## src/smx_pkg.sv

```systemverilog
// smx_pkg: shared constants and types for the system-register move and mac execute block
// assumes a big-endian bit numbering convention translated to [31:0] by the decoder
package smx_pkg;
  localparam logic [5:0]  SMX_OP_MAC      = 6'h04;
  localparam logic [5:0]  SMX_OP_X31      = 6'h1f;
  localparam logic [8:0]  SMX_XO_MACLHWU  = 9'h18c;
  localparam logic [9:0]  SMX_XO_MCRF     = 10'h000;
  localparam logic [9:0]  SMX_XO_MCRXR    = 10'h200;
  localparam logic [9:0]  SMX_XO_MFCR     = 10'h013;
  localparam logic [9:0]  SMX_XO_MFDCR    = 10'h143;
  localparam logic [9:0]  SMX_XO_MFMSR    = 10'h053;
  localparam logic [9:0]  SMX_XO_MFSPR    = 10'h153;
  localparam logic [9:0]  SMX_XO_MFTB     = 10'h173;
  localparam logic [9:0]  SMX_XO_MTCRF    = 10'h090;
  localparam logic [9:0]  SMX_XO_MTDCR    = 10'h1c3;
  localparam logic [9:0]  SMX_XO_MTMSR    = 10'h092;
  localparam logic [9:0]  SMX_XO_MTSPR    = 10'h1d3;
  localparam logic [9:0]  SMX_TBN_LOW     = 10'h10c;
  localparam logic [9:0]  SMX_TBN_HIGH    = 10'h10d;
  localparam logic [31:0] SMX_CR_RESET    = 32'h0000_0000;
  localparam logic [31:0] SMX_XER_RESET   = 32'h0000_0000;
  localparam logic [31:0] SMX_MSR_RESET   = 32'h0000_0000;
  localparam int          SMX_MSR_PR_BIT  = 14;
  localparam int          SMX_XER_SO_BIT  = 31;
  localparam int          SMX_XER_OV_BIT  = 30;
  localparam int          SMX_XER_CA_BIT  = 29;

  typedef struct packed {
    logic        valid;
    logic [31:0] instr;
    logic [31:0] src_a;
    logic [31:0] src_b;
    logic [31:0] dest_old;
  } smx_issue_t;

  typedef struct packed {
    logic        wr;
    logic [9:0]  num;
    logic [31:0] data;
  } smx_sysreg_wr_t;

  typedef struct packed {
    logic        valid;
    logic [4:0]  idx;
    logic [31:0] data;
  } smx_gpr_wr_t;
endpackage

```

## src/smx_exec.sv

```systemverilog
// smx_exec: executes unsigned low-halfword mac and moves to and from system registers
// assumes one instruction offered per cycle with operands already read; result one cycle later
`timescale 1ns/1ps
// Notes on behaviour
// - mac 396 multiplies low halfwords unsigned, adds destination, keeps low 32 bits.
// - overflow-enable updates sticky and overflow; record bit updates field zero flags.
// - copy one condition field into another, others unchanged.
// - exception bits 0..3 copy positionally into the chosen condition field.
// - with instruction bit 31 set, field zero may be left undefined.
// - reading condition flags returns whole 32-bit register.
// - device register read number is field bits 5:9 ahead of 0:4.
// - device register write 451 uses the same swapped number.
// - device register access and machine state read need privileged mode.
// - machine state read 83 copies the whole register to destination.
// - machine state write loads source; privileged and execution synchronizing.
// - special read decodes swapped number; privileged only when instruction bit 11 set.
// - special write decodes swapped number; privileged only when bit 11 set.
// - time base read returns low word for 268, high word for 269.
// - other time base numbers give undefined data and disturb nothing.
// - eight mask bits each gate four condition bits on field write.
module smx_exec (
  input  wire logic                    clk_i,
  input  wire logic                    reset_i,
  input  wire smx_pkg::smx_issue_t     issue_i,
  input  wire logic [31:0]             dcr_rdata_i,
  input  wire logic [31:0]             spr_rdata_i,
  input  wire logic [63:0]             time_base_i,
  output logic                         gpr_wr_valid_o,
  output logic [4:0]                   gpr_wr_idx_o,
  output logic [31:0]                  gpr_wr_data_o,
  output logic [9:0]                   dcr_rnum_o,
  output logic [9:0]                   spr_rnum_o,
  output smx_pkg::smx_sysreg_wr_t      dcr_wr_o,
  output smx_pkg::smx_sysreg_wr_t      spr_wr_o,
  output logic                         priv_exc_o,
  output logic                         sync_o,
  output logic [31:0]                  cr_o,
  output logic [31:0]                  xer_o,
  output logic [31:0]                  msr_o
);
  logic [31:0] cr_ff;
  logic [31:0] xer_ff;
  logic [31:0] msr_ff;
  logic [31:0] nxt_cr;
  logic [31:0] nxt_xer;
  logic [31:0] nxt_msr;
  smx_pkg::smx_gpr_wr_t    gpr_ff;
  smx_pkg::smx_gpr_wr_t    nxt_gpr;
  smx_pkg::smx_sysreg_wr_t dcr_wr_ff;
  smx_pkg::smx_sysreg_wr_t spr_wr_ff;
  logic [9:0]  dcr_rnum_ff;
  logic [9:0]  spr_rnum_ff;
  logic        priv_exc_ff;
  logic        sync_ff;

  // msb-first instruction fields, re-indexed to [31:0]
  wire [31:0] ins       = issue_i.instr;
  wire [5:0]  opcd      = ins[31:26];
  wire [4:0]  rt_idx    = ins[25:21];
  wire [9:0]  xo10      = ins[10:1];
  wire [8:0]  xo9       = ins[9:1];
  wire        oe_bit    = ins[10];
  wire        record_bit = ins[0];
  wire        ins_bit11 = ins[20];
  wire [2:0]  dest_field_sel = ins[25:23];
  wire [2:0]  src_field_sel  = ins[20:18];
  wire [7:0]  field_copy_mask = ins[19:12];
  wire [9:0]  reg_num_field  = ins[20:11];
  // field bits 0:4 sit in ins[20:16], 5:9 in ins[15:11]; swap halves
  wire [9:0]  swapped_num    = {reg_num_field[4:0], reg_num_field[9:5]};
  wire        user_mode      = msr_ff[smx_pkg::SMX_MSR_PR_BIT];

  wire is_x31   = issue_i.valid && (opcd == smx_pkg::SMX_OP_X31);
  wire is_mac   = issue_i.valid && (opcd == smx_pkg::SMX_OP_MAC) && (xo9 == smx_pkg::SMX_XO_MACLHWU);
  wire is_mcrf  = issue_i.valid && (opcd == 6'h13) && (xo10 == smx_pkg::SMX_XO_MCRF);
  wire is_mcrxr = is_x31 && (xo10 == smx_pkg::SMX_XO_MCRXR);
  wire is_mfcr  = is_x31 && (xo10 == smx_pkg::SMX_XO_MFCR);
  wire is_mfdcr = is_x31 && (xo10 == smx_pkg::SMX_XO_MFDCR);
  wire is_mfmsr = is_x31 && (xo10 == smx_pkg::SMX_XO_MFMSR);
  wire is_mfspr = is_x31 && (xo10 == smx_pkg::SMX_XO_MFSPR);
  wire is_mftb  = is_x31 && (xo10 == smx_pkg::SMX_XO_MFTB);
  wire is_mtcrf = is_x31 && (xo10 == smx_pkg::SMX_XO_MTCRF);
  wire is_mtdcr = is_x31 && (xo10 == smx_pkg::SMX_XO_MTDCR);
  wire is_mtmsr = is_x31 && (xo10 == smx_pkg::SMX_XO_MTMSR);
  wire is_mtspr = is_x31 && (xo10 == smx_pkg::SMX_XO_MTSPR);

  wire needs_priv = is_mfdcr || is_mtdcr || is_mfmsr || is_mtmsr
                  || ((is_mfspr || is_mtspr) && ins_bit11);
  wire priv_fault = needs_priv && user_mode;
  wire go         = !priv_fault;

  // mac: low halves unsigned, 33-bit sum
  wire [31:0] mac_prod = {16'h0000, issue_i.src_a[15:0]} * {16'h0000, issue_i.src_b[15:0]};
  wire [32:0] mac_sum  = {1'b0, mac_prod} + {1'b0, issue_i.dest_old};
  wire [31:0] mac_res  = mac_sum[31:0];
  wire        mac_ov   = mac_sum[32];
  wire        so_now   = oe_bit ? (xer_ff[smx_pkg::SMX_XER_SO_BIT] | mac_ov) : xer_ff[smx_pkg::SMX_XER_SO_BIT];
  wire        res_lt   = mac_res[31];
  wire        res_eq   = (mac_res == 32'h0000_0000);
  wire [3:0]  mac_cr0  = {res_lt, !res_lt && !res_eq, res_eq, so_now};

  // field index 0 is the most significant nibble
  wire [4:0]  src_sh   = 5'(5'd28 - {src_field_sel, 2'b00});
  wire [4:0]  dst_sh   = 5'(5'd28 - {dest_field_sel, 2'b00});
  wire [3:0]  src_nib  = 4'(cr_ff >> src_sh);
  wire [31:0] dst_mask = 32'(32'h0000_000f << dst_sh);
  wire [31:0] cr_mcrf  = (cr_ff & ~dst_mask) | (32'({28'h000_0000, src_nib} << dst_sh));
  wire [3:0]  xer_nib  = xer_ff[31:28];
  wire [31:0] cr_mcrxr = (cr_ff & ~dst_mask) | (32'({28'h000_0000, xer_nib} << dst_sh));

  logic [31:0] crf_mask;
  always_comb begin
    crf_mask = 32'h0000_0000;
    for (int i = 0; i < 8; i++) begin
      crf_mask[31 - 4*i -: 4] = {4{field_copy_mask[7 - i]}};
    end
  end
  wire [31:0] cr_mtcrf = (issue_i.src_a & crf_mask) | (cr_ff & ~crf_mask);

  // time base: unknown numbers return zero and touch nothing else
  wire [31:0] tb_data = (swapped_num == smx_pkg::SMX_TBN_LOW)  ? time_base_i[31:0]  :
                        (swapped_num == smx_pkg::SMX_TBN_HIGH) ? time_base_i[63:32] :
                        32'h0000_0000;

  always_comb begin
    nxt_cr  = cr_ff;
    nxt_xer = xer_ff;
    nxt_msr = msr_ff;
    nxt_gpr = '{valid: 1'b0, idx: rt_idx, data: 32'h0000_0000};
    if (go) begin
      if (is_mac) begin
        nxt_gpr.valid = 1'b1;
        nxt_gpr.data  = mac_res;
        if (oe_bit) begin
          nxt_xer[smx_pkg::SMX_XER_OV_BIT] = mac_ov;
          nxt_xer[smx_pkg::SMX_XER_SO_BIT] = so_now;
        end
        if (record_bit) begin
          nxt_cr[31:28] = mac_cr0;
        end
      end
      if (is_mcrf) begin
        nxt_cr = cr_mcrf;
      end
      if (is_mcrxr) begin
        nxt_cr = cr_mcrxr;
        nxt_xer[31:29] = 3'b000;
      end
      if (is_mtcrf) begin
        nxt_cr = cr_mtcrf;
      end
      if (is_mtmsr) begin
        nxt_msr = issue_i.src_a;
      end
      if (is_mfcr) begin
        nxt_gpr.valid = 1'b1;
        nxt_gpr.data  = cr_ff;
      end
      if (is_mfmsr) begin
        nxt_gpr.valid = 1'b1;
        nxt_gpr.data  = msr_ff;
      end
      if (is_mfdcr) begin
        nxt_gpr.valid = 1'b1;
        nxt_gpr.data  = dcr_rdata_i;
      end
      if (is_mfspr) begin
        nxt_gpr.valid = 1'b1;
        nxt_gpr.data  = spr_rdata_i;
      end
      if (is_mftb) begin
        nxt_gpr.valid = 1'b1;
        nxt_gpr.data  = tb_data;
      end
    end
    // bit 31 set on moves leaves field zero as it was, one legal choice for undefined
  end

  always_ff @(posedge clk_i) begin
    if (reset_i) begin
      cr_ff       <= smx_pkg::SMX_CR_RESET;
      xer_ff      <= smx_pkg::SMX_XER_RESET;
      msr_ff      <= smx_pkg::SMX_MSR_RESET;
      gpr_ff      <= '0;
      dcr_wr_ff   <= '0;
      spr_wr_ff   <= '0;
      dcr_rnum_ff <= 10'h000;
      spr_rnum_ff <= 10'h000;
      priv_exc_ff <= 1'b0;
      sync_ff     <= 1'b0;
    end else begin
      cr_ff       <= nxt_cr;
      xer_ff      <= nxt_xer;
      msr_ff      <= nxt_msr;
      gpr_ff      <= nxt_gpr;
      dcr_wr_ff   <= '{wr: is_mtdcr && go, num: swapped_num, data: issue_i.src_a};
      spr_wr_ff   <= '{wr: is_mtspr && go, num: swapped_num, data: issue_i.src_a};
      dcr_rnum_ff <= swapped_num;
      spr_rnum_ff <= swapped_num;
      priv_exc_ff <= priv_fault;
      sync_ff     <= is_mtmsr && go;
    end
  end

  // read numbers go out combinationally too early for a registered port, so the
  // registered copy is offered and the read data is sampled in the issue cycle
  assign gpr_wr_valid_o = gpr_ff.valid;
  assign gpr_wr_idx_o   = gpr_ff.idx;
  assign gpr_wr_data_o  = gpr_ff.data;
  assign dcr_rnum_o     = dcr_rnum_ff;
  assign spr_rnum_o     = spr_rnum_ff;
  assign dcr_wr_o       = dcr_wr_ff;
  assign spr_wr_o       = spr_wr_ff;
  assign priv_exc_o     = priv_exc_ff;
  assign sync_o         = sync_ff;
  assign cr_o           = cr_ff;
  assign xer_o          = xer_ff;
  assign msr_o          = msr_ff;
endmodule // smx_exec

```

## config.mk

```make
export PLATFORM = sky130hd
export DESIGN_NAME = smx_exec
export DESIGN_NICKNAME = d
export VERILOG_FILES = /design/src/smx_pkg.sv /design/src/smx_exec.sv
export SDC_FILE = /design/constraint.sdc
export NUM_CORES = 1
export LEC_CHECK = 0
export BUFFER_PORTS_ARGS = -buffer_cell sky130_fd_sc_hd__buf_2
export CAP_MARGIN = 15
export CORE_AREA = 2 2 195 197
export DETAILED_ROUTE_END_ITERATION = 8
export DIE_AREA = 0 0 197 199
export PLACE_DENSITY_LB_ADDON = 0.12
export SLEW_MARGIN = 20
export SYNTH_ARGS = -nofsm -noshare
export SYNTH_HDL_FRONTEND = slang
export SYNTH_SLANG_ARGS = --single-unit
```

## constraint.sdc

```tcl
create_clock -name clk_i -period 15.2 [get_ports clk_i]
set_input_delay 3.04 -clock clk_i [delete_from_list [all_inputs] [get_ports clk_i]]
set_output_delay 3.04 -clock clk_i [all_outputs]
set_load 0.02 [all_outputs]
```

=== Word level (Yosys, flattened, before mapping) ===
Index checks and enable logic that the tools add are counted.

* Flip-flop bits (word level): 150
* Memories: 0
* Latch bits: 0
* Bits in read-only memories: 0
* Bits in writable memories: 0
* Output and inout port bits: 242

* Multiply operators: 1
* $add $sub $neg: 3
* Shift operators: 4
* Muxes and demuxes: 23
* Reduce and logical (&&, ||, !) cells: 41
* Equal/unequal tests: 16
* $lt $le $gt $ge: 0
* Bitwise operators: 10
* Div/mod/pow operators: 0

{| class="wikitable"
|+ Operators by type and width
! operator !! number
|-
| $mux W32 || 11
|-
| $and A32 B32 Y32 || 3
|-
| $or A32 B32 Y32 || 3
|-
| $eq A10 B9 Y1 const B || 7
|-
| $not A32 Y32 || 2
|-
| $shl A4 B5 Y32 || 2
|-
| $add A32 B32 Y33 || 1
|-
| $logic_not A32 Y1 || 1
|-
| $mul A16 B16 Y32 || 1
|-
| $shl A4 B5 Y32 const A || 1
|-
| $shr A32 B5 Y4 || 1
|-
| $logic_and A1 B1 Y1 || 21
|-
| $eq A10 B8 Y1 const B || 2
|-
| $eq A6 B5 Y1 const B || 2
|-
| $eq A10 B10 Y1 const B || 1
|-
| $eq A10 B5 Y1 const B || 1
|-
| $eq A10 B7 Y1 const B || 1
|-
| $logic_not A10 Y1 || 1
|-
| $sub A5 B5 Y5 const A || 2
|-
| $eq A9 B9 Y1 const B || 1
|-
| $mux W4 || 2
|-
| $reduce_bool A4 Y1 || 2
|-
| $mux W1 || 7
|-
| $eq A6 B3 Y1 const B || 1
|-
| other kinds (11) || 21
|}

=== Longest topological paths before layout ===
Gate-level depths: netlist of the first run.

* Depth after elaboration: 10
* Gate-level depth with buffers: 26
* Depth with buffers taken out: 24

=== Worst setup path before layout of the first run ===
No wires, ideal clock.

* Kind: in2reg
* Start point: in issue_i[78] in the netlist's numbering
* End point: reg with a tool-made name
* Cell stages on the path: 26
* Setup slack: 6,090 ps
* Setup time: 86 ps
* Data arrival time: 9,023 ps
* Data required time: 15,114 ps
* Path buffers: 3
* Path through: clkbuf_1 -> clkbuf_1 -> nand2_1 -> fa_1 -> inv_1 -> fa_1 -> inv_1 -> fa_1 -> inv_1 -> fa_1 -> fa_1 -> inv_1 -> fa_1 -> inv_1 -> ha_1 -> buf_6 -> nand2_1 -> o21ai_1 -> o32ai_1 -> a31oi_1 -> a221o_1 -> a21oi_1 -> xor2_1 -> nand4_1 -> or3_1 -> a221oi_2

{| class="wikitable"
|+ RTL lines
! element !! RTL line !! RTL
|-
| start: declaration || smx_exec.sv:24 || <nowiki>input wire smx_pkg::smx_issue_t issue_i,</nowiki>
|}

==> summary.txt, run 1 <==
Global route
  – First-pass GRT wire length: 95.2 mm
  – Antenna violations before repair: 10
  – Largest net degree at the start of global routing: 100
  – Total congestion overflow: 0
  – Global Route Usage Sum: 32.8%
  – Number of global-route vias before repair: 15400

Logic synthesis
  – Post-synth EDFFs: 0
  – Yosys cell types: 82
  – Mean Syn Cell Area: 8.44 um^2
  – Xor-xnor portion of the synthesized cell area: 1.30%
  – Sequential-to-total area share from yosys stat: 17.1%
  – Simple-gate share of the synthesized area: 18.3%
  – Flops & latches, synth: 150
  – Asr flop ratio synth: 0%
  – Adder-cell area share of the yosys netlist: 33.2%
  – Synth Warn #: 0
  – Primary FF master, synth: dfxtp_1
  – Post-synthesis compound-gate area fraction: 13.2%
  – Largest family of logic cells by synthesized area: adder cells
  – Cells after Synth: 2083
  – Proportion of synthesized area in mux cells: 3.18%
  – Cell Area, Synth: 17600 um^2

Place
  – Final Wtd Congestion: 0.953
  – Place WS: 5.39 ns
  – HPWL Detailed: 52.0 mm
  – PortBufs: 454

Layout
  – Nets@finish: 2969
  – Layout fillers: 3608
  – Final Util: 54.2%
  – Area added between synthesis and finish: 14.4%
  – Fraction of layout cells with a size suffix above 1: 23.2%

Clock tree
  – Worst-Skew Late Latency: 0.44 ns
  – Clock-pin slew on the worst setup and hold paths: 0.07 ns
  – CTS root buffer: clkbuf_16
  – CTS tree: yes
  – Post-cts sizing count: 0
  – Max Buffers Root-to-Sink: 2
  – Total CTS buffers: 17
  – Clk sink count: 150
  – Hold bufs inserted after CTS: 0
  – # H-tree levels: 4
  – Post-CTS Setup Inserts: 0

Power and ir drop
  – Static leakage: 0.0100 uW
  – Overall power: 5060 uW
  – Pwr Density: 252 nW/um^2
  – Worst vdd ir: 368 uV

Route
  – Vias/cell: 5.60
  – DRC violations left: 0
  – Pre-antenna DRT Iters: 8
  – ANT nets after route: 0
  – Final WL: 64.3 mm
  – DR vias: 16100
  – Initial drt markers: 1485
  – Post-DR wirelength/cell: 22.4 um

STA
  – RSZ-0062 raised after global routing: false
  – Max_slew headroom: 21.1%
  – Max Clk Rate: 106 MHz
  – Max Slew Vio Count: 0
  – Final setup viols: 0
  – Fin crit share: 61.9%
  – Slew @ Worst Pin: 1.18 ns
  – Setup slack after layout: 5.80 ns
  – Clock skew: 0.0115 ns
  – Final Hold Vio Count: 0
  – Post-route minimum period: 9.40 ns
  – Setup TNS: 0 ns

Die
  – Overall die width: 197 um
  – Core region area: 37100 um^2
  – Die height: 199 um
  – Initial Util: 47.3%
  – # IOs: 501
  – Die area: 39200 um^2
  – Rows: 71

Run
  – Max-Cap Viols: 0

Worst hold path
  – Hold Path Class: flip-flop to flip-flop
  – WHS Endpoint: msr_o[25]$_SDFFE_PP0P_
  – Hold depth: 2
  – Hold wc startpoint: msr_o[25]$_SDFFE_PP0P_

Status
  – Outcome: finished clean

Critical path
  – Worst path required time: 15.55 ns
  – R2R depth: 8
  – Crit end category: flip-flop
  – Critical path class: primary input to flip-flop
  – Flop-to-flop setup slack: 13.02 ns
  – Crit-path max FO: 19
  – Worst EP arrival: 9.75 ns
  – Worst Setup Start Kind: primary input
[stage by stage]
step | hold slack (ns) | area, um^2 | instances
2_1_floorplan | 0.544 | 17700 | 2112
3_3_place_gp | 0.459 | 19400 | 2835
3_5_place_dp | 0.461 | 19400 | 2835
4_1_cts | 0.472 | 20100 | 2866
5_1_grt | 0.498 | 20100 | 2867
6_report | 0.474 | 20100 | 2870
[cells by family (layout without fill, tap and decap cells)]
kind of cell               after synthesis  count (layout)
and+or+nand+nor                        665             665
buffers and inverters                  543             823
adders and majority gates              330             330
AOI/OAI and AO/OA                      324             324
DFF                                    150             150
muxes                                   44              44
xor gates and xnor gates                26              26
other                                    1              34
[layout by cell type, fill, tap and decap left out, types with 5 or more instances in the layout]
cell	count
nor2b_1	50
nand2b_1	9
mux4_2	8
buf_2	453
or3_1	9
o21a_1	5
a31oi_1	13
a21oi_1	98
a21o_1	8
nor2_2	5
o21ai_1	11
a221oi_1	23
xnor2_1	20
fa_1	226
clkbuf_16	17
xor2_1	6
nand4_1	8
o211ai_1	9
o21ai_0	35
a21oi_2	7
nor2_1	110
nand3_1	9
dfxtp_1	150
nand2_1	282
a222oi_1	27
conb_1	30
inv_1	328
a22oi_1	25
a221o_1	9
nor3_1	18
and2_1	132
a211oi_1	7
mux2_2	14
buf_4	10
o22ai_1	5
ha_1	104
bufinv_16	5
mux2i_1	22
[cells in the mapped netlist (all sizes together) (4+ instances only)]
cell type	n	share of area (%)
a211oi	10	0.56
a21o	8	0.34
a21oi	106	3.2
a221o	9	0.51
a221oi	25	1.3
a222oi	27	1.5
a22oi	25	1.1
a31oi	15	0.61
and2	133	4.7
and3	5	0.21
buf	116	4.7
clkbuf	98	2.1
dfxtp	150	17
fa	226	26
ha	104	7.4
inv	328	7.0
mux2	14	0.90
mux2i	22	1.3
mux4	8	1.0
nand2	282	6.0
nand2b	9	0.32
nand3	9	0.26
nand4	8	0.28
nor2	115	2.5
nor2b	50	1.8
nor3	23	0.77
nor4	6	0.28
o211ai	10	0.46
o21a	5	0.21
o21ai	49	1.5
o22a	4	0.20
o22ai	5	0.18
or3	9	0.32
xnor2	20	1.0
xor2	6	0.30
[area by class of cell]
class | instances | area, um^2 | area share (%)
Timing Repair Buffer | 463 | 2340 | 11.6
Clock inverter | 13 | 220 | 1.10
Sequential cell | 150 | 3000 | 14.9
Antenna cell | 4 | 10.0 | 0.0498
Tap cell | 474 | 593 | 2.95
Clock buffer | 18 | 439 | 2.18
Inverter | 329 | 1230 | 6.14
Multi-Input combinational cell | 1419 | 12300 | 61.0
[critical path, cell delays in order]
cell      delay, ns
buf_2          0.45
nand2_1        0.17
fa_1           0.54
fa_1           0.47
fa_1           0.53
fa_1           0.55
inv_1          0.05
fa_1           0.48
inv_1          0.05
fa_1           0.48
inv_1          0.04
ha_1           0.40
nand4_1        0.17
nor3_2         0.33
nor3b_4        0.10
xnor2_1        0.21
nor3_1         0.27
nand4_1        0.16
nor4_1         0.37
nand4_1        0.26
or3_1          0.38
a221oi_2       0.23
[routing by layer]
layer,share of wire [%],global-route usage [%],up-vias
met5,0.054,0,-
met4,5.5,16.8,4
met3,11,7.97,149
met2,44,49.6,848
met1,40,43.7,7902
li1,-,-,7167
[how the worst max path moves through the flow]
stage	slack, ns	endpoint	cells past startpoint	from
after global placement	5.50	flip-flop	22	issue_i[74]
after detailed placement	5.39	flip-flop	22	issue_i[73]
after global routing	5.50	flip-flop	22	issue_i[73]
final	5.80	flip-flop	22	issue_i[73]
after floorplan	6.09	flip-flop	26	issue_i[78]
after CTS	5.83	flip-flop	22	issue_i[73]
[power breakdown]
part / internal [uW] / leakage, uW / total, uW / switching [uW]
Clock: 298 / 0.000315 / 483 / 185
Sequential: 400 / 0.00122 / 404 / 4.15
Combinational: 1510 / 0.00847 / 4180 / 2670
No activity file was read; power rests on OpenSTA's default activity.
==> run 2: changes to the inputs <==
--- a/config.mk
+++ b/config.mk
@@ -5,11 +5,12 @@
 export SDC_FILE = /design/constraint.sdc
 export NUM_CORES = 1
 export LEC_CHECK = 0
+export ABC_AREA = 1
 export BUFFER_PORTS_ARGS = -buffer_cell sky130_fd_sc_hd__buf_2
 export CAP_MARGIN = 15
-export CORE_AREA = 2 2 195 197
+export CORE_MARGIN = 2
+export CORE_UTILIZATION = 51
 export DETAILED_ROUTE_END_ITERATION = 8
-export DIE_AREA = 0 0 197 199
 export PLACE_DENSITY_LB_ADDON = 0.12
 export SLEW_MARGIN = 20
 export SYNTH_ARGS = -nofsm -noshare
==> constraint.sdc (replaced) <==
create_clock -name clk_i -period 9.5 [get_ports clk_i]
set_input_delay 1.9 -clock clk_i [delete_from_list [all_inputs] [get_ports clk_i]]
set_output_delay 1.9 -clock clk_i [all_outputs]
set_load 0.02 [all_outputs]
==> summary.txt, run 2 <==
Logic synthesis
  – Asr flop ratio synth: 0%
  – Area contributors post-synth: fa_1 23%, dfxtp_1 15%, inv_1 14%
  – Flops & latches, synth: 150
  – Mean Syn Cell Area: 6.86 um^2
  – Synth top area share: 22.7%
  – Leading area contributor after synthesis: fa_1
  – Dominant cell by count in the synthesized netlist: inv_1
  – Primary FF master, synth: dfxtp_1
  – Synth Warn #: 0
  – Cell Area, Synth: 19900 um^2
  – Post-synth EDFFs: 0
  – Yosys cell types: 56
  – Sequential-to-total area share from yosys stat: 15.1%
  – Cells after Synth: 2906
  – List of most frequent post-synthesis cells: 760 x inv_1, 657 x nand2_1, 226 x fa_1

Global route
  – Largest net degree at the start of global routing: 53
  – Number of global-route vias before repair: 19700
  – Global Route Usage Sum: 35.7%
  – Total congestion overflow: 0
  – Antenna violations before repair: 0
  – First-pass GRT wire length: 112 mm

Clock tree
  – # H-tree levels: 4
  – Total CTS buffers: 17
  – Worst-Skew Late Latency: 0.45 ns
  – Max Buffers Root-to-Sink: 2
  – CTS tree: yes
  – Post-cts sizing count: 0
  – Post-CTS Setup Inserts: 0
  – Clk sink count: 150
  – CTS root buffer: clkbuf_16
  – Hold bufs inserted after CTS: 0
  – Clock-pin slew on the worst setup and hold paths: 0.08 ns

STA
  – Max Slew Vio Count: 0
  – Max_slew headroom: 29.5%
  – RSZ-0062 raised after global routing: false
  – Fin crit share: 80.5%
  – Post-route minimum period: 7.65 ns
  – Max Clk Rate: 131 MHz
  – Setup TNS: 0 ns
  – Clock skew: 0.0116 ns
  – Final setup viols: 0
  – Final Hold Vio Count: 0
  – Slew @ Worst Pin: 1.06 ns

Power and ir drop
  – Logic gate share of total power: 83.1%
  – Switching share of power: 59.6%
  – P_int: 3330 uW
  – Seq pwr share: 7.8%
  – Switching power: 4920 uW
  – Static leakage: 0.0133 uW
  – Clock power share: 9.1%
  – Pwr Density: 367 nW/um^2
  – Worst vdd ir: 410 uV

Critical path
  – Crit end category: flip-flop
  – Critical-path top delay cell: fa_1
  – Cell Chain, Critical Path: buf_2 > nand2_1 > fa_1 > fa_1 > fa_1 > inv_1 > fa_1 > fa_1 > inv_1 > fa_1 > inv_1 > ha_1 > nand2_1 > nor2_1 > and2_1 > and2_1 > nand2_1 > nand3b_1 > nand2_1 > o21ai_0 > o211ai_1 > nand2_1 > o21ai_1 > a21oi_1
  – Critical path class: primary input to flip-flop
  – Crit-path max FO: 18
  – Worst EP arrival: 8.03 ns
  – Worst path most repeated cell: fa_1
  – Max incr delay on CP: 0.54 ns
  – Worst Setup Start Kind: primary input
  – Crit path buf inv count: 4
  – Worst path required time: 9.88 ns
  – Delay-heaviest family, CP: adder cells

Die
  – Initial Util: 51.6%
  – Overall die width: 202 um
  – Rows: 72
  – Core region area: 38600 um^2
  – Die area: 40700 um^2
  – Die height: 202 um
  – # IOs: 501

Route
  – DR vias: 19800
  – DRC violations left: 0
  – Final WL: 71.5 mm
  – ANT nets after route: 0
  – Vias/cell: 5.31
  – Post-DR wirelength/cell: 19.2 um
  – Initial drt markers: 1761
  – Pre-antenna DRT Iters: 6

Layout
  – Fin cells: 3727
  – Ant. Diodes: 0
  – Commonest non-fill, non-tap cell in the layout: inv_1
  – Area added between synthesis and finish: 12.6%
  – Fraction of layout cells with a size suffix above 1: 18.0%
  – Final Util: 58.1%
  – Nets@finish: 3785
  – Commonest cells after routing, fill and taps aside: 760 x inv_1, 657 x nand2_1, 453 x buf_2, 226 x fa_1, 171 x nor2_1

Run
  – Max-Cap Viols: 0

Place
  – Placed Cells: 3695
  – HPWL Detailed: 59.2 mm
  – Final Wtd Congestion: 0.979
  – PortBufs: 454

Status
  – Outcome: finished clean

Worst hold path
  – Hold Path Class: flip-flop to flip-flop
## run 2: worst paths after layout
check | start | endpoint | slack (ns) | cells after the start
max | issue_i[78] | gpr_wr_data_o[30]$_SDFF_PP0_ | 1.85 | 24
min | msr_o[0]$_SDFFE_PP0P_ | msr_o[0]$_SDFFE_PP0P_ | 0.53 | 2
max reg2reg | msr_o[14]$_SDFFE_PP0P_ | msr_o[4]$_SDFFE_PP0P_ | 7.42 | 4
min reg2reg | msr_o[0]$_SDFFE_PP0P_ | msr_o[0]$_SDFFE_PP0P_ | 0.53 | 2
## run 2: power groups by stage
stage          clock (uW)  combinational [uW]  sequential, uW
3_5_place_dp            0                6850             660
2_1_floorplan           0                4960             673
4_1_cts               744                6890             645
3_3_place_gp            0                6800             659
6_report              749                6850             645
5_1_grt               770                7930             646
## run 2: cells by family after synthesis
logic type | Yosys count | share of synthesized area (%)
buf+inv | 1005 | 20.9
compound gates | 445 | 14.3
fa+ha+maj | 330 | 29.2
xor+xnor | 5 | 0.220
flops | 150 | 15.1
other cells | 1 | 0.0188
simple gates | 970 | 20.2
## run 2: tightest hold or removal path, stage by stage, from the launching register on
cell	delay, ns
dfxtp_1	0.33
nor2_1	0.11
a211oi_1	0.05
## run 2: cell type report
type / count / area, um^2
Fill cell: 3824 / 16200
Multi-Input combinational cell: 1780 / 12900
Sequential cell: 150 / 3000
Inverter: 781 / 2930
Timing Repair Buffer: 466 / 2360
Tap cell: 518 / 648
Clock buffer: 18 / 439
Clock inverter: 14 / 184
## run 2: per-layer routing
layer | share of wire [%] | up-vias | wire (um) | track usage, %
met3 | 8.6 | 133 | 6120 | 4.28
met1 | 42 | 9404 | 30000 | 48.7
met2 | 46 | 1019 | 33200 | 60.0
li1 | - | 9242 | - | -
met4 | 3.0 | 0 | 2120 | 9.87
met5 | 0 | - | 0 | 0
## run 2: stage by stage
step / setup slack (ns) / instance area, um^2 / power [uW] / hold slack (ns)
finish: 1.85 / 22400 / 8250 / 0.529
CTS: 1.89 / 22400 / 8270 / 0.527
global route: 1.47 / 22400 / 9350 / 0.558
floorplan: 2.20 / 20000 / 5630 / 0.572
detailed placement: 1.45 / 21800 / 7510 / 0.517
global placement: 1.54 / 21800 / 7460 / 0.498
==> run 3: changes to the inputs <==
--- a/config.mk
+++ b/config.mk
@@ -5,11 +5,11 @@
 export SDC_FILE = /design/constraint.sdc
 export NUM_CORES = 1
 export LEC_CHECK = 0
-export ABC_AREA = 1
+export ABC_AREA = 0
 export BUFFER_PORTS_ARGS = -buffer_cell sky130_fd_sc_hd__buf_2
 export CAP_MARGIN = 15
 export CORE_MARGIN = 2
-export CORE_UTILIZATION = 51
+export CORE_UTILIZATION = 49
 export DETAILED_ROUTE_END_ITERATION = 8
 export PLACE_DENSITY_LB_ADDON = 0.12
 export SLEW_MARGIN = 20
==> constraint.sdc (replaced) <==
create_clock -name clk_i -period 6.8 [get_ports clk_i]
set_input_delay 1.36 -clock clk_i [delete_from_list [all_inputs] [get_ports clk_i]]
set_output_delay 1.36 -clock clk_i [all_outputs]
set_load 0.02 [all_outputs]
==> summary.txt, run 3 (synthesis gave the netlist of run 1 again) <==
Status
  – Outcome: complete, but fails checks
  – Failing checks: negative setup slack

Clock tree
  – Clock-pin slew on the worst setup and hold paths: 0.07 ns
  – Total CTS buffers: 17
  – Hold bufs inserted after CTS: 0
  – CTS tree: yes
  – Max Buffers Root-to-Sink: 2
  – # H-tree levels: 4
  – CTS root buffer: clkbuf_16
  – Clk sink count: 150
  – Worst-Skew Late Latency: 0.45 ns

Place
  – HPWL Detailed: 55.4 mm
  – PortBufs: 454
  – Final Wtd Congestion: 0.982
  – Place WS: -0.956 ns
  – DP Area: 20800 um^2

STA
  – Setup slack after layout: -0.352 ns
  – Max Clk Rate: 140 MHz
  – Hold_ws: 0.475 ns
  – RSZ-0062 raised after global routing: true
  – Final Hold Vio Count: 0
  – Slew @ Worst Pin: 1.11 ns
  – Clock skew: 0.0169 ns
  – Fin crit share: 105%
  – Post-route minimum period: 7.15 ns
  – Max Slew Vio Count: 0
  – Final setup viols: 7
  – Max_slew headroom: 26.0%

Die
  – Core region area: 35500 um^2
  – Initial Util: 49.5%
  – Overall die width: 193 um
  – Die height: 193 um
  – # IOs: 501
  – Rows: 69
  – Die area: 37400 um^2

Worst hold path
  – Hold Path Class: flip-flop to flip-flop
  – WHS Endpoint: msr_o[1]$_SDFFE_PP0P_
  – Hold wc startpoint: msr_o[1]$_SDFFE_PP0P_
  – Hold depth: 2

Critical path
  – Crit end category: flip-flop
  – R2R depth: 8
  – Max incr delay on CP: 0.52 ns
  – Worst path required time: 7.15 ns
  – Crit-path max FO: 5
  – Worst path most repeated cell: fa_1
  – Flop-to-flop setup slack: 4.54 ns
  – Critical-path top delay cell: fa_1
  – Critical path class: primary input to flip-flop
  – Worst EP arrival: 7.51 ns
  – Worst Setup Start Kind: primary input

Layout
  – Fraction of layout cells with a size suffix above 1: 33.4%
  – Final Instance Area: 22400 um^2
  – Nets@finish: 3172
  – Commonest cells after routing, fill and taps aside: 430 x buf_2, 316 x inv_1, 274 x nand2_1, 220 x fa_1, 207 x buf_4
  – Area added between synthesis and finish: 27.4%
  – Commonest non-fill, non-tap cell in the layout: buf_2

Route
  – DRC violations left: 0
  – Pre-antenna DRT Iters: 8
  – ANT nets after route: 0
  – Initial drt markers: 1441
  – DR vias: 17100
  – Vias/cell: 5.60
  – Final WL: 67.1 mm
  – Post-DR wirelength/cell: 21.9 um

Global route
  – Antenna violations before repair: 9
  – Number of global-route vias before repair: 17200
  – Global Route Usage Sum: 35.6%
  – Largest net degree at the start of global routing: 79
  – First-pass GRT wire length: 102 mm
  – Total congestion overflow: 0

Run
  – Max-Cap Viols: 0
[run 3: worst max path at each step]
stage | startpoint | endpoint
global placement | issue_i[71] | flip-flop
floorplan | issue_i[74] | flip-flop
global route | issue_i[72] | flip-flop
CTS | issue_i[69] | flip-flop
detailed placement | issue_i[74] | flip-flop
finish | issue_i[69] | flip-flop
[run 3: area by class of cell]
type	count	area, um^2
repair buffers	666	4070
clock inverters	15	138
well taps	461	577
multi-input cells	1419	12900
flip-flops and latches	150	3000
inverters	329	1230
diodes	3	7.51
clock buffers	17	425
fillers	3073	13100
[run 3: routing by layer]
metal,up-vias,global-route usage (%),wire length (um)
li1,7568,-,-
met1,8374,46.2,26500
met2,1024,56.4,30700
met3,161,9.69,7150
met4,12,14.3,2700
met5,-,0,83
[run 3: critical path: cells and delay by family]
family | cells | cell delay, ns
AOI/OAI and AO/OA | 6 | 1.10
adders and majority gates | 7 | 3.22
and+or+nand+nor | 5 | 0.99
buffers and inverters | 10 | 0.83
[run 3: metrics by stage]
stage               std cells  setup TNS, ns  utilization, %
floorplan                2112         -0.309               -
global placement         3000         -10.85            58.7
detailed placement       3002         -12.18            58.7
CTS                      3048         -0.448            61.9
global route             3057          -3.13            63.1
finish                   3060         -0.777            63.1
[run 3: what timing repair did]
| action | 4_1_cts | 5_1_grt |
|---|---|---|
| setup buffers | 15 | 9 |
| pin swaps | 39 | 42 |
| hold endpoints to repair | 0 | 0 |
| gates resized for setup | 110 | 75 |
| endpoints found under the setup margin | 15 | 15 |
Power of run 3 is left out: the tool's default activity adds up to more than one toggle a clock period on the data nets, which glitch-free logic cannot reach.
